File: src/pkg/adsrc_defs.svh
// Constants for the converter serial, ready and rate control block.
// Assumes inclusion by bare name from any file of the block.
`ifndef ADSRC_DEFS_SVH
`define ADSRC_DEFS_SVH

// ----------------------------------------------------------------------
// Widths and limits
// ----------------------------------------------------------------------
`define ADSRC_WORD_W      24
`define ADSRC_DEC_W       11
`define ADSRC_DEC_MIN     11'd20
`define ADSRC_DEC_MAX     11'd2047
`define ADSRC_DIV_W       8

// ----------------------------------------------------------------------
// Modulator division factors, last count of each divider
// ----------------------------------------------------------------------
`define ADSRC_MF128_LAST  8'h7f
`define ADSRC_MF256_LAST  8'hff

// ----------------------------------------------------------------------
// Gain codes (gain = 2**code) that change the sampling multiplier
// ----------------------------------------------------------------------
`define ADSRC_GAIN16      3'h4
`define ADSRC_GAIN32      3'h5

// ----------------------------------------------------------------------
// Serial command bytes and frame lengths
// ----------------------------------------------------------------------
`define ADSRC_CMD_RDATA   8'h01
`define ADSRC_CMD_RMODE   8'h10
`define ADSRC_CMD_LAST    5'd7
`define ADSRC_DATA_LAST   5'd23
`define ADSRC_MODE_LAST   5'd7
`define ADSRC_RDY_BIT     7

`endif

File: src/pkg/adsrc_pkg.sv
// Types shared by the converter control block.
// Assumes the constants header sits beside it.
package adsrc_pkg;
    // Digital filter choice, also the auto sequencing stages.
    typedef enum logic [1:0] {
        ADSRC_FILT_FAST,
        ADSRC_FILT_SINC2,
        ADSRC_FILT_SINC3,
        ADSRC_FILT_AUTO
    } adsrc_filt_e;
    // Signed conversion word.
    typedef logic signed [23:0] adsrc_word_t;
endpackage

File: src/pkg/adsrc_tim_if.sv
// Interface between the serial control top and the timing module.
// Assumes both ends run on the same reference clock.
`timescale 1ns/1ps
`default_nettype none
interface adsrc_tim_if;
    import adsrc_pkg::*;
    logic        speed;        // Divider select, 1 means 256.
    logic [2:0]  gain;         // Gain code, gain is 2**code.
    logic [10:0] dec_ratio;    // Requested decimation ratio.
    adsrc_filt_e filt_mode;    // Requested filter mode.
    logic [2:0]  chan;         // Selected input channel.
    logic        mod_tick;     // Modulator clock pulse.
    logic        samp_tick;    // Input sampling pulse.
    logic        pre_update;   // Result about to be loaded.
    logic        load;         // Result loaded this cycle.
    adsrc_filt_e stage;        // Filter in use now.
    logic        settled;      // Current filter has settled.
    modport timing (input speed, gain, dec_ratio, filt_mode, chan,
                     output mod_tick, samp_tick, pre_update, load, stage, settled);
    modport ctrl   (output speed, gain, dec_ratio, filt_mode, chan,
                     input mod_tick, samp_tick, pre_update, load, stage, settled);
endinterface
`default_nettype wire

File: src/hdl/adsrc_timing.sv
// Conversion timing: modulator divider, decimation, sampling and filter settling.
// Assumes configuration arrives from logic on the same clock.
`timescale 1ns/1ps
`default_nettype none
`include "adsrc_defs.svh"
module adsrc_timing (
    input  wire logic ref_clk_i,  // Oscillator clock.
    input  wire logic rst_n_i,    // Asynchronous reset, active low.
    adsrc_tim_if.timing tif       // Configuration in, timing out.
);
    import adsrc_pkg::*;

    // ------------------------------------------------------------------
    // Modulator divider
    // ------------------------------------------------------------------
    logic [7:0]  div_q;      // Oscillator cycles within one modulator period.
    logic [7:0]  div_last;   // Last count for the chosen factor.
    logic [7:0]  samp_mask;  // Low bits that must be all ones for a sample.
    logic        div_end;    // Modulator period ends.
    assign div_last = tif.speed ? `ADSRC_MF256_LAST : `ADSRC_MF128_LAST;
    assign div_end  = (div_q == div_last);
    assign samp_mask = (tif.gain < `ADSRC_GAIN16) ? div_last :
                       (tif.gain == `ADSRC_GAIN16) ? (div_last >> 1) :
                       (tif.gain == `ADSRC_GAIN32) ? (div_last >> 2) : (div_last >> 3);

    // Divider counter and tick pulses.
    always_ff @(posedge ref_clk_i or negedge rst_n_i) begin
        if (!rst_n_i) begin
            div_q         <= 8'h00;
            tif.mod_tick  <= 1'b0;
            tif.samp_tick <= 1'b0;
        end else begin
            div_q         <= div_end ? 8'h00 : div_q + 8'h01;
            tif.mod_tick  <= div_end;
            tif.samp_tick <= ((div_q & samp_mask) == samp_mask);
        end
    end

    // ------------------------------------------------------------------
    // Decimation
    // ------------------------------------------------------------------
    logic [10:0] dec_q;    // Modulator periods within one output word.
    logic [10:0] ratio;    // Ratio held inside the legal range.
    logic        dec_end;  // Last modulator period of the word.
    // Ratio limited to its legal range.
    assign ratio   = (tif.dec_ratio < `ADSRC_DEC_MIN) ? `ADSRC_DEC_MIN : tif.dec_ratio;
    assign dec_end = tif.mod_tick && (dec_q >= ratio - 11'd1);

    // Word counter; warns one cycle before the load.
    always_ff @(posedge ref_clk_i or negedge rst_n_i) begin
        if (!rst_n_i) begin
            dec_q          <= 11'h000;
            tif.pre_update <= 1'b0;
            tif.load       <= 1'b0;
        end else begin
            if (tif.mod_tick) begin
                dec_q <= dec_end ? 11'h000 : dec_q + 11'h001;
            end
            tif.pre_update <= dec_end;
            tif.load       <= tif.pre_update;
        end
    end

    // ------------------------------------------------------------------
    // Filter selection and settling
    // ------------------------------------------------------------------
    logic [2:0]  chan_q;     // Channel seen last cycle.
    adsrc_filt_e mode_q;     // Mode seen last cycle.
    logic [1:0]  periods_q;  // Words since channel or mode change, saturating.
    logic        restart;    // Channel or mode changed.
    logic [1:0]  need;       // Words the current filter needs to settle.
    assign restart = (tif.chan != chan_q) || (tif.filt_mode != mode_q);
    assign need = (tif.stage == ADSRC_FILT_FAST)  ? 2'd1 :
                  (tif.stage == ADSRC_FILT_SINC2) ? 2'd2 : 2'd3;

    // Stage register, auto sequence and settled flag.
    always_ff @(posedge ref_clk_i or negedge rst_n_i) begin
        if (!rst_n_i) begin
            chan_q      <= 3'h0;
            mode_q      <= ADSRC_FILT_FAST;
            periods_q   <= 2'd0;
            tif.stage   <= ADSRC_FILT_FAST;
            tif.settled <= 1'b0;
        end else begin
            chan_q      <= tif.chan;
            mode_q      <= tif.filt_mode;
            tif.settled <= (periods_q >= need);
            if (restart) begin
                periods_q <= 2'd0;
                tif.stage <= (tif.filt_mode == ADSRC_FILT_AUTO) ? ADSRC_FILT_FAST : tif.filt_mode;
            end else if (tif.load) begin
                periods_q <= (periods_q == 2'd3) ? periods_q : periods_q + 2'd1;
                if (tif.filt_mode == ADSRC_FILT_AUTO && tif.stage != ADSRC_FILT_SINC3) begin
                    tif.stage <= (tif.stage == ADSRC_FILT_FAST) ? ADSRC_FILT_SINC2 : ADSRC_FILT_SINC3;
                end
            end
        end
    end
endmodule
`default_nettype wire

File: src/hdl/adsrc_top.sv
// Serial interface, result ready handshake and rate control of the converter.
// Assumes sclk, cs_n and din are asynchronous pins; the rest is on ref_clk_i.
//
// What this block does
// - Ready goes low when word loaded.
// - Ready returns high after result read.
// - Ready rises just before each load.
// - Serial shifting is timed by sclk.
// - Transfers happen only while selected.
// - Chip select tied low gives three-wire.
// - Ready mirrored in mode register bit 7.
// - Filters settle in 1, 2, 3 periods.
// - Auto mode: fast, then sinc2, sinc3.
// - Modulator divides oscillator by 128 or 256.
// - Decimation 20 to 2047 sets rate.
// - Sampling multiplier grows with high gain.
// - Output codes are signed two's complement.
// - Back-to-back bursts without pauses are allowed.
`timescale 1ns/1ps
`default_nettype none
`include "adsrc_defs.svh"
module adsrc_top (
    input  wire logic                 ref_clk_i,         // Oscillator clock, 10 MHz.
    input  wire logic                 rst_n_i,           // Asynchronous reset, active low.
    input  wire logic                 sclk_i,            // Serial clock pin.
    input  wire logic                 cs_n_i,            // Chip select pin, active low.
    input  wire logic                 din_i,             // Serial data in pin.
    input  wire logic                 speed_i,           // Modulator divider select.
    input  wire logic [2:0]           gain_i,            // Gain code.
    input  wire logic [10:0]          dec_ratio_i,       // Decimation ratio.
    input  wire adsrc_pkg::adsrc_filt_e filt_mode_i,     // Filter mode.
    input  wire logic [2:0]           chan_i,            // Selected channel.
    input  wire adsrc_pkg::adsrc_word_t conv_word_i,     // Finished conversion word.
    output logic                      dout_o,            // Serial data out.
    output logic                      dout_oe_o,         // Data out driven.
    output logic                      result_ready_n_o,  // Result ready, active low.
    output adsrc_pkg::adsrc_word_t    output_result_o,   // Output result register.
    output logic                      mod_tick_o,        // Modulator clock pulse.
    output logic                      samp_tick_o,       // Input sampling pulse.
    output adsrc_pkg::adsrc_filt_e    filt_stage_o,      // Filter in use.
    output logic                      settled_o          // Current filter settled.
);
    import adsrc_pkg::*;

    // ------------------------------------------------------------------
    // Timing module
    // ------------------------------------------------------------------
    adsrc_tim_if tif ();
    assign tif.speed     = speed_i;
    assign tif.gain      = gain_i;
    assign tif.dec_ratio = (dec_ratio_i > `ADSRC_DEC_MAX) ? `ADSRC_DEC_MAX : dec_ratio_i;
    assign tif.filt_mode = filt_mode_i;
    assign tif.chan      = chan_i;

    adsrc_timing u_timing (
        .ref_clk_i (ref_clk_i),
        .rst_n_i   (rst_n_i),
        .tif       (tif)
    );

    // ------------------------------------------------------------------
    // Pin synchronisers
    // ------------------------------------------------------------------
    logic [2:0] sclk_q;  // Two sync stages plus one edge history stage.
    logic [1:0] cs_q;    // Chip select sync stages.
    logic [1:0] din_q;   // Data in sync stages.
    logic       sclk_rise;  // Host samples rise.
    logic       sclk_fall;  // Device shifts on fall.
    logic       selected;   // Chip select low after sync.
    assign sclk_rise = sclk_q[1] && !sclk_q[2];
    assign sclk_fall = !sclk_q[1] && sclk_q[2];
    assign selected  = !cs_q[1];

    // Pins pass two flops before use.
    always_ff @(posedge ref_clk_i or negedge rst_n_i) begin
        if (!rst_n_i) begin
            sclk_q <= 3'h0;
            cs_q   <= 2'h3;
            din_q  <= 2'h0;
        end else begin
            sclk_q <= {sclk_q[1:0], sclk_i};
            cs_q   <= {cs_q[0], cs_n_i};
            din_q  <= {din_q[0], din_i};
        end
    end

    // ------------------------------------------------------------------
    // Serial frame engine
    // ------------------------------------------------------------------
    typedef enum logic {ADSRC_SER_CMD, ADSRC_SER_DATA} adsrc_ser_e;
    adsrc_ser_e  ser_q;      // Command or data phase.
    logic [4:0]  bit_q;      // Bit within the phase.
    logic [4:0]  last_q;     // Last bit of the data phase.
    logic [7:0]  cmd_q;      // Command bits collected so far.
    logic        rd_data_q;  // Data phase reads the result.
    logic [23:0] out_q;      // Outgoing bits, MSB first.
    logic [7:0]  cmd_next;   // Command byte including this bit.
    logic [7:0]  mode_reg;   // Mode register view: ready, speed, filter mode and gain.
    logic        read_done;  // Last result bit taken by the host.
    assign cmd_next = {cmd_q[6:0], din_q[1]};
    assign mode_reg = {result_ready_n_o, speed_i, filt_mode_i, 1'b0, gain_i};
    assign read_done = (ser_q == ADSRC_SER_DATA) && sclk_rise && rd_data_q && (bit_q == last_q);

    // Shift in commands on rise, shift out data on fall.
    always_ff @(posedge ref_clk_i or negedge rst_n_i) begin
        if (!rst_n_i) begin
            ser_q     <= ADSRC_SER_CMD;
            bit_q     <= 5'd0;
            last_q    <= 5'd0;
            cmd_q     <= 8'h00;
            rd_data_q <= 1'b0;
            out_q     <= 24'h000000;
            dout_o    <= 1'b0;
            dout_oe_o <= 1'b0;
        end else if (!selected) begin
            ser_q     <= ADSRC_SER_CMD;
            bit_q     <= 5'd0;
            dout_oe_o <= 1'b0;
        end else begin
            dout_oe_o <= 1'b1;
            if (ser_q == ADSRC_SER_CMD && sclk_rise) begin
                cmd_q <= cmd_next;
                bit_q <= bit_q + 5'd1;
                if (bit_q == `ADSRC_CMD_LAST) begin
                    bit_q <= 5'd0;
                    if (cmd_next == `ADSRC_CMD_RDATA) begin
                        ser_q     <= ADSRC_SER_DATA;
                        out_q     <= output_result_o;
                        last_q    <= `ADSRC_DATA_LAST;
                        rd_data_q <= 1'b1;
                    end else if (cmd_next == `ADSRC_CMD_RMODE) begin
                        ser_q     <= ADSRC_SER_DATA;
                        out_q     <= {mode_reg, 16'h0000};
                        last_q    <= `ADSRC_MODE_LAST;
                        rd_data_q <= 1'b0;
                    end
                end
            end else if (ser_q == ADSRC_SER_DATA) begin
                if (sclk_fall) begin
                    dout_o <= out_q[`ADSRC_WORD_W-1];
                    out_q  <= {out_q[22:0], 1'b0};
                end
                if (sclk_rise) begin
                    bit_q <= (bit_q == last_q) ? 5'd0 : bit_q + 5'd1;
                    ser_q <= (bit_q == last_q) ? ADSRC_SER_CMD : ADSRC_SER_DATA;
                end
            end
        end
    end

    // ------------------------------------------------------------------
    // Result register and ready handshake
    // ------------------------------------------------------------------
    // Load wins over the warning and the read end in the same cycle.
    always_ff @(posedge ref_clk_i or negedge rst_n_i) begin
        if (!rst_n_i) begin
            output_result_o  <= 24'sh000000;
            result_ready_n_o <= 1'b1;
        end else if (tif.load) begin
            output_result_o  <= conv_word_i;
            result_ready_n_o <= 1'b0;
        end else if (tif.pre_update) begin
            result_ready_n_o <= 1'b1;
        end else if (read_done) begin
            result_ready_n_o <= 1'b1;
        end
    end

    // ------------------------------------------------------------------
    // Status outputs
    // ------------------------------------------------------------------
    // Timing status registered again at the top boundary.
    always_ff @(posedge ref_clk_i or negedge rst_n_i) begin
        if (!rst_n_i) begin
            mod_tick_o   <= 1'b0;
            samp_tick_o  <= 1'b0;
            filt_stage_o <= ADSRC_FILT_FAST;
            settled_o    <= 1'b0;
        end else begin
            mod_tick_o   <= tif.mod_tick;
            samp_tick_o  <= tif.samp_tick;
            filt_stage_o <= tif.stage;
            settled_o    <= tif.settled;
        end
    end
endmodule
`default_nettype wire

File: config.mk
export PLATFORM = sky130hd
export DESIGN_NAME = adsrc_top
export DESIGN_NICKNAME = d
export VERILOG_FILES = /design/src/pkg/adsrc_pkg.sv /design/src/pkg/adsrc_tim_if.sv /design/src/hdl/adsrc_timing.sv /design/src/hdl/adsrc_top.sv
export VERILOG_INCLUDE_DIRS = /design/src /design/src/pkg
export SDC_FILE = /design/constraint.sdc
export NUM_CORES = 1
export LEC_CHECK = 0
export BUFFER_PORTS_ARGS = -buffer_cell sky130_fd_sc_hd__buf_2
export CAP_MARGIN = 0
export CORE_MARGIN = 3
export CORE_UTILIZATION = 38
export DETAILED_ROUTE_END_ITERATION = 10
export PLACE_DENSITY = 0.67
export SLEW_MARGIN = 20
export SYNTH_ARGS = -nofsm -noshare
export SYNTH_HDL_FRONTEND = slang
export SYNTH_HIERARCHICAL = 1
export SYNTH_SLANG_ARGS = --single-unit
File: constraint.sdc
create_clock -name ref_clk_i -period 2.9 [get_ports ref_clk_i]
set_input_delay 0.29 -clock ref_clk_i [delete_from_list [all_inputs] [get_ports ref_clk_i]]
set_output_delay 0.29 -clock ref_clk_i [all_outputs]
set_load 0.005 [all_outputs]
==> flow_summary.json <==
{
  "crit_path_start_kind": "primary input",
  "rows": 43,
  "ios": 81,
  "fmaxAchievable_mhz": 343,
  "postLayoutCellArea_mm2": 0.00658,
  "place.gp.congestion": 0.789,
  "finalPower_w": 0.00387,
  "grt_pass1_wl_um": 18500,
  "power.leakage_nw": 3.14,
  "period_minus_slack_ps": 2920,
  "synth_edf_count": 0,
  "cp.required_ps": 3170,
  "ys_seq_area_share_pct": 51.3,
  "synth_nets": 525,
  "reg2reg_to": "out_q[8]$_DFFE_PN0P_",
  "htreeDepth": 3,
  "violations": "setup timing",
  "endpoint": "u_timing/dec_q[2]$_DFFE_PN0P_",
  "worstSetupStartpoint": "dec_ratio_i[6]",
  "mostFrequentLayoutCells": "dfrtp_1 (108), buf_2 (78), mux2_2 (46)",
  "wl_per_cell_um": 14.7,
  "io_buffers": 80,
  "p_per_area_mw_per_mm2": 588,
  "viasPerCell": 5.14,
  "drive_gt1_share_pct": 36.3,
  "yosys.area.top_type_share_pct": 49.9,
  "syn_area_per_cell_um2": 11.8,
  "placed_area_mm2": 0.00613,
  "dieArea_mm2": 0.0157,
  "cts_buffer_depth": 2,
  "holdPathStages": 1,
  "synth_warnings": 6,
  "synthCells": 458,
  "grt_overflow": 0,
  "start_util_pct": 38.9,
  "r2r-start": "sclk_q[2]$_DFF_PN0_",
  "final_common_cell": "dfrtp_1",
  "ys_seq_elements": 111,
  "ys_dominant_reg_cell": "dfrtp_1",
  "wl_um": 10800,
  "outcome": "finished with violations",
  "clock_sink_count": 111,
  "synth_area_leaders": "dfrtp_1 (50%), mux2_2 (9.6%), ha_1 (4.2%)",
  "chipWidth_um": 125,
  "numCtsBuffers": 9,
  "cpPeakStageDelay_ps": 390,
  "post-place-ws_ps": -465,
  "rrSetupSlack_ps": 660,
  "endpoint_kind": "flip-flop",
  "slew_headroom_pct": 43.9,
  "crit_fanout": 3,
  "vdd_ir_drop_max_mv": 0.305,
  "clk_latency_ps": 340,
  "clkTransAtPathRegs_ps": 70,
  "cts_tree": "done",
  "yosys.area.top_type": "dfrtp_1",
  "grt_usage_pct": 14.1,
  "yosysUniqueCellTypes": 63,
  "drcViolationCount": 0,
  "cap_violations": 0,
  "antenna_found_initial": 0,
  "fillers": 1227,
  "area_delta_synth_final_pct": 21.4,
  "path_cells": "buf_6, or3_4, nor4_4, o21ai_2, nand2_1, ha_2, nand3b_1, nor3_2, xnor2_1, ha_2, a21o_1, a221o_1, a311oi_2, buf_4, nor3b_4, buf_6, nor3_2",
  "hold_path.class": "primary input to flip-flop",
  "async_flop_share_pct": 100,
  "crit_type": "primary input to flip-flop",
  "coreArea_mm2": 0.0139,
  "drv_slew": 0,
  "hold_buffers": 0,
  "rsz0062_at_grt": "true",
  "fin_crit_sh_pct": 101,
  "dieHeight_um": 125,
  "worst_slew_pin_slew_ps": 841,
  "cts_root_buffer": "clkbuf_16",
  "finalHoldViolations": 0,
  "dp_hpwl_um": 7960,
  "fin_nets": 621,
  "drtAntennaViolNets": 0,
  "clock_skew_ps": 8.59,
  "drtIter0Drc": 202,
  "first_pass_iters": 4,
  "cp_slowest_cell": "or3_4",
  "finish.utilization_pct": 47.2,
  "diodes": 0,
  "grt_pass1_vias": 3893,
  "finalWorstSetupSlack_ps": -15.2,
  "synth_area_mm2": 0.00542,
  "grt_max_degree": 67,
  "worstPathArrival_ps": 3190,
  "ff2ff_path_depth": 5,
  "setup_viol": 3,
  "vias": 3797
}
[cell families (layout without fill, tap and decap cells)]
group	Yosys count	count (layout)	synth area share (%)
fa+ha+maj	18	18	4.16
xor+xnor	26	26	4.20
buf+inv	35	136	3.05
mux	61	61	12.6
flops	111	111	51.3
simple gates	132	132	14.6
compound gates	75	75	10.1
[per-stage QoR]
step	hold WS [ps]	TNS [ps]	std cells
3_3_place_gp	334	-3930	717
4_1_cts	37.3	0	738
5_1_grt	40.9	-1740	739
3_5_place_dp	336	-4980	717
2_1_floorplan	-5.59	-3870	458
6_report	50.2	-38.8	739
[how the worst min path moves through the flow]
stage | startpoint | end
floorplan | rst_n_i | bit_q[0]$_DFFE_PN0P_
global placement | u_timing/tif.settled$_DFF_PN0_ | settled_o$_DFF_PN0_
detailed placement | sclk_q[0]$_DFF_PN0_ | sclk_q[1]$_DFF_PN0_
CTS | cs_n_i | cs_q[0]$_DFF_PN1_
global route | cs_n_i | cs_q[0]$_DFF_PN1_
finish | cs_n_i | cs_q[0]$_DFF_PN1_
[critical path: cells and delay by family]
family / cells / cell delay, ps
compound gates: 4 / 810
xor+xnor: 1 / 100
fa+ha+maj: 2 / 360
buf+inv: 3 / 400
simple gates: 7 / 1250
[synthesized netlist by cell type (9+ instances only)]
cell / instances
a21oi_1: 11
a22o_1: 19
clkbuf_1: 19
dfrtp_1: 108
ha_1: 18
inv_1: 9
mux2_1: 10
mux2_2: 46
nand2_1: 17
nand3_1: 22
nor2_1: 32
nor3_1: 9
o21ai_0: 19
xnor2_1: 10
xor2_1: 16
[final cells by class]
class                           instances  area, µm²  share of cell area (%)
Clock inverter                          4       98.8                    1.50
Sequential cell                       111       2780                    42.3
Clock buffer                           12        256                    3.90
Timing Repair Buffer                  111        662                    10.1
Multi-Input combinational cell        312       2520                    38.4
Inverter                                9       33.8                   0.513
Tap cell                              180        225                    3.42
[power breakdown]
part	switching [W]	internal [W]	leakage [nW]
sequential	0.000169	0.00170	1.45
combinational	0.000288	0.000278	1.52
clock	0.000539	0.000895	0.173
[flip-flops by register name, summed over array words and instances, names as in the netlist, 3 cells and up]
register and flops:
bit_q 5, u_timing/dec_q 11, u_timing/chan_q 3, sclk_q 3, out_q 24, output_result_o 24
cmd_q 7, u_timing/div_q 8
[per-layer routing]
| metal | GRT usage, % | routed length [µm] |
|---|---|---|
| met1 | 18.0 | 4710 |
| met2 | 24.4 | 5560 |
| met3 | 2.31 | 344 |
| met4 | 4.91 | 220 |
| met5 | 0 | 0 |
[repair_timing]
| item | 4_1_cts | 5_1_grt |
|---|---|---|
| pin swaps | 7 | 12 |
| setup buffers | 5 | 1 |
| gates resized for setup | 1 | 14 |
| endpoints found under the setup margin | 10 | 12 |
Power figures use the tool's default switching activity.
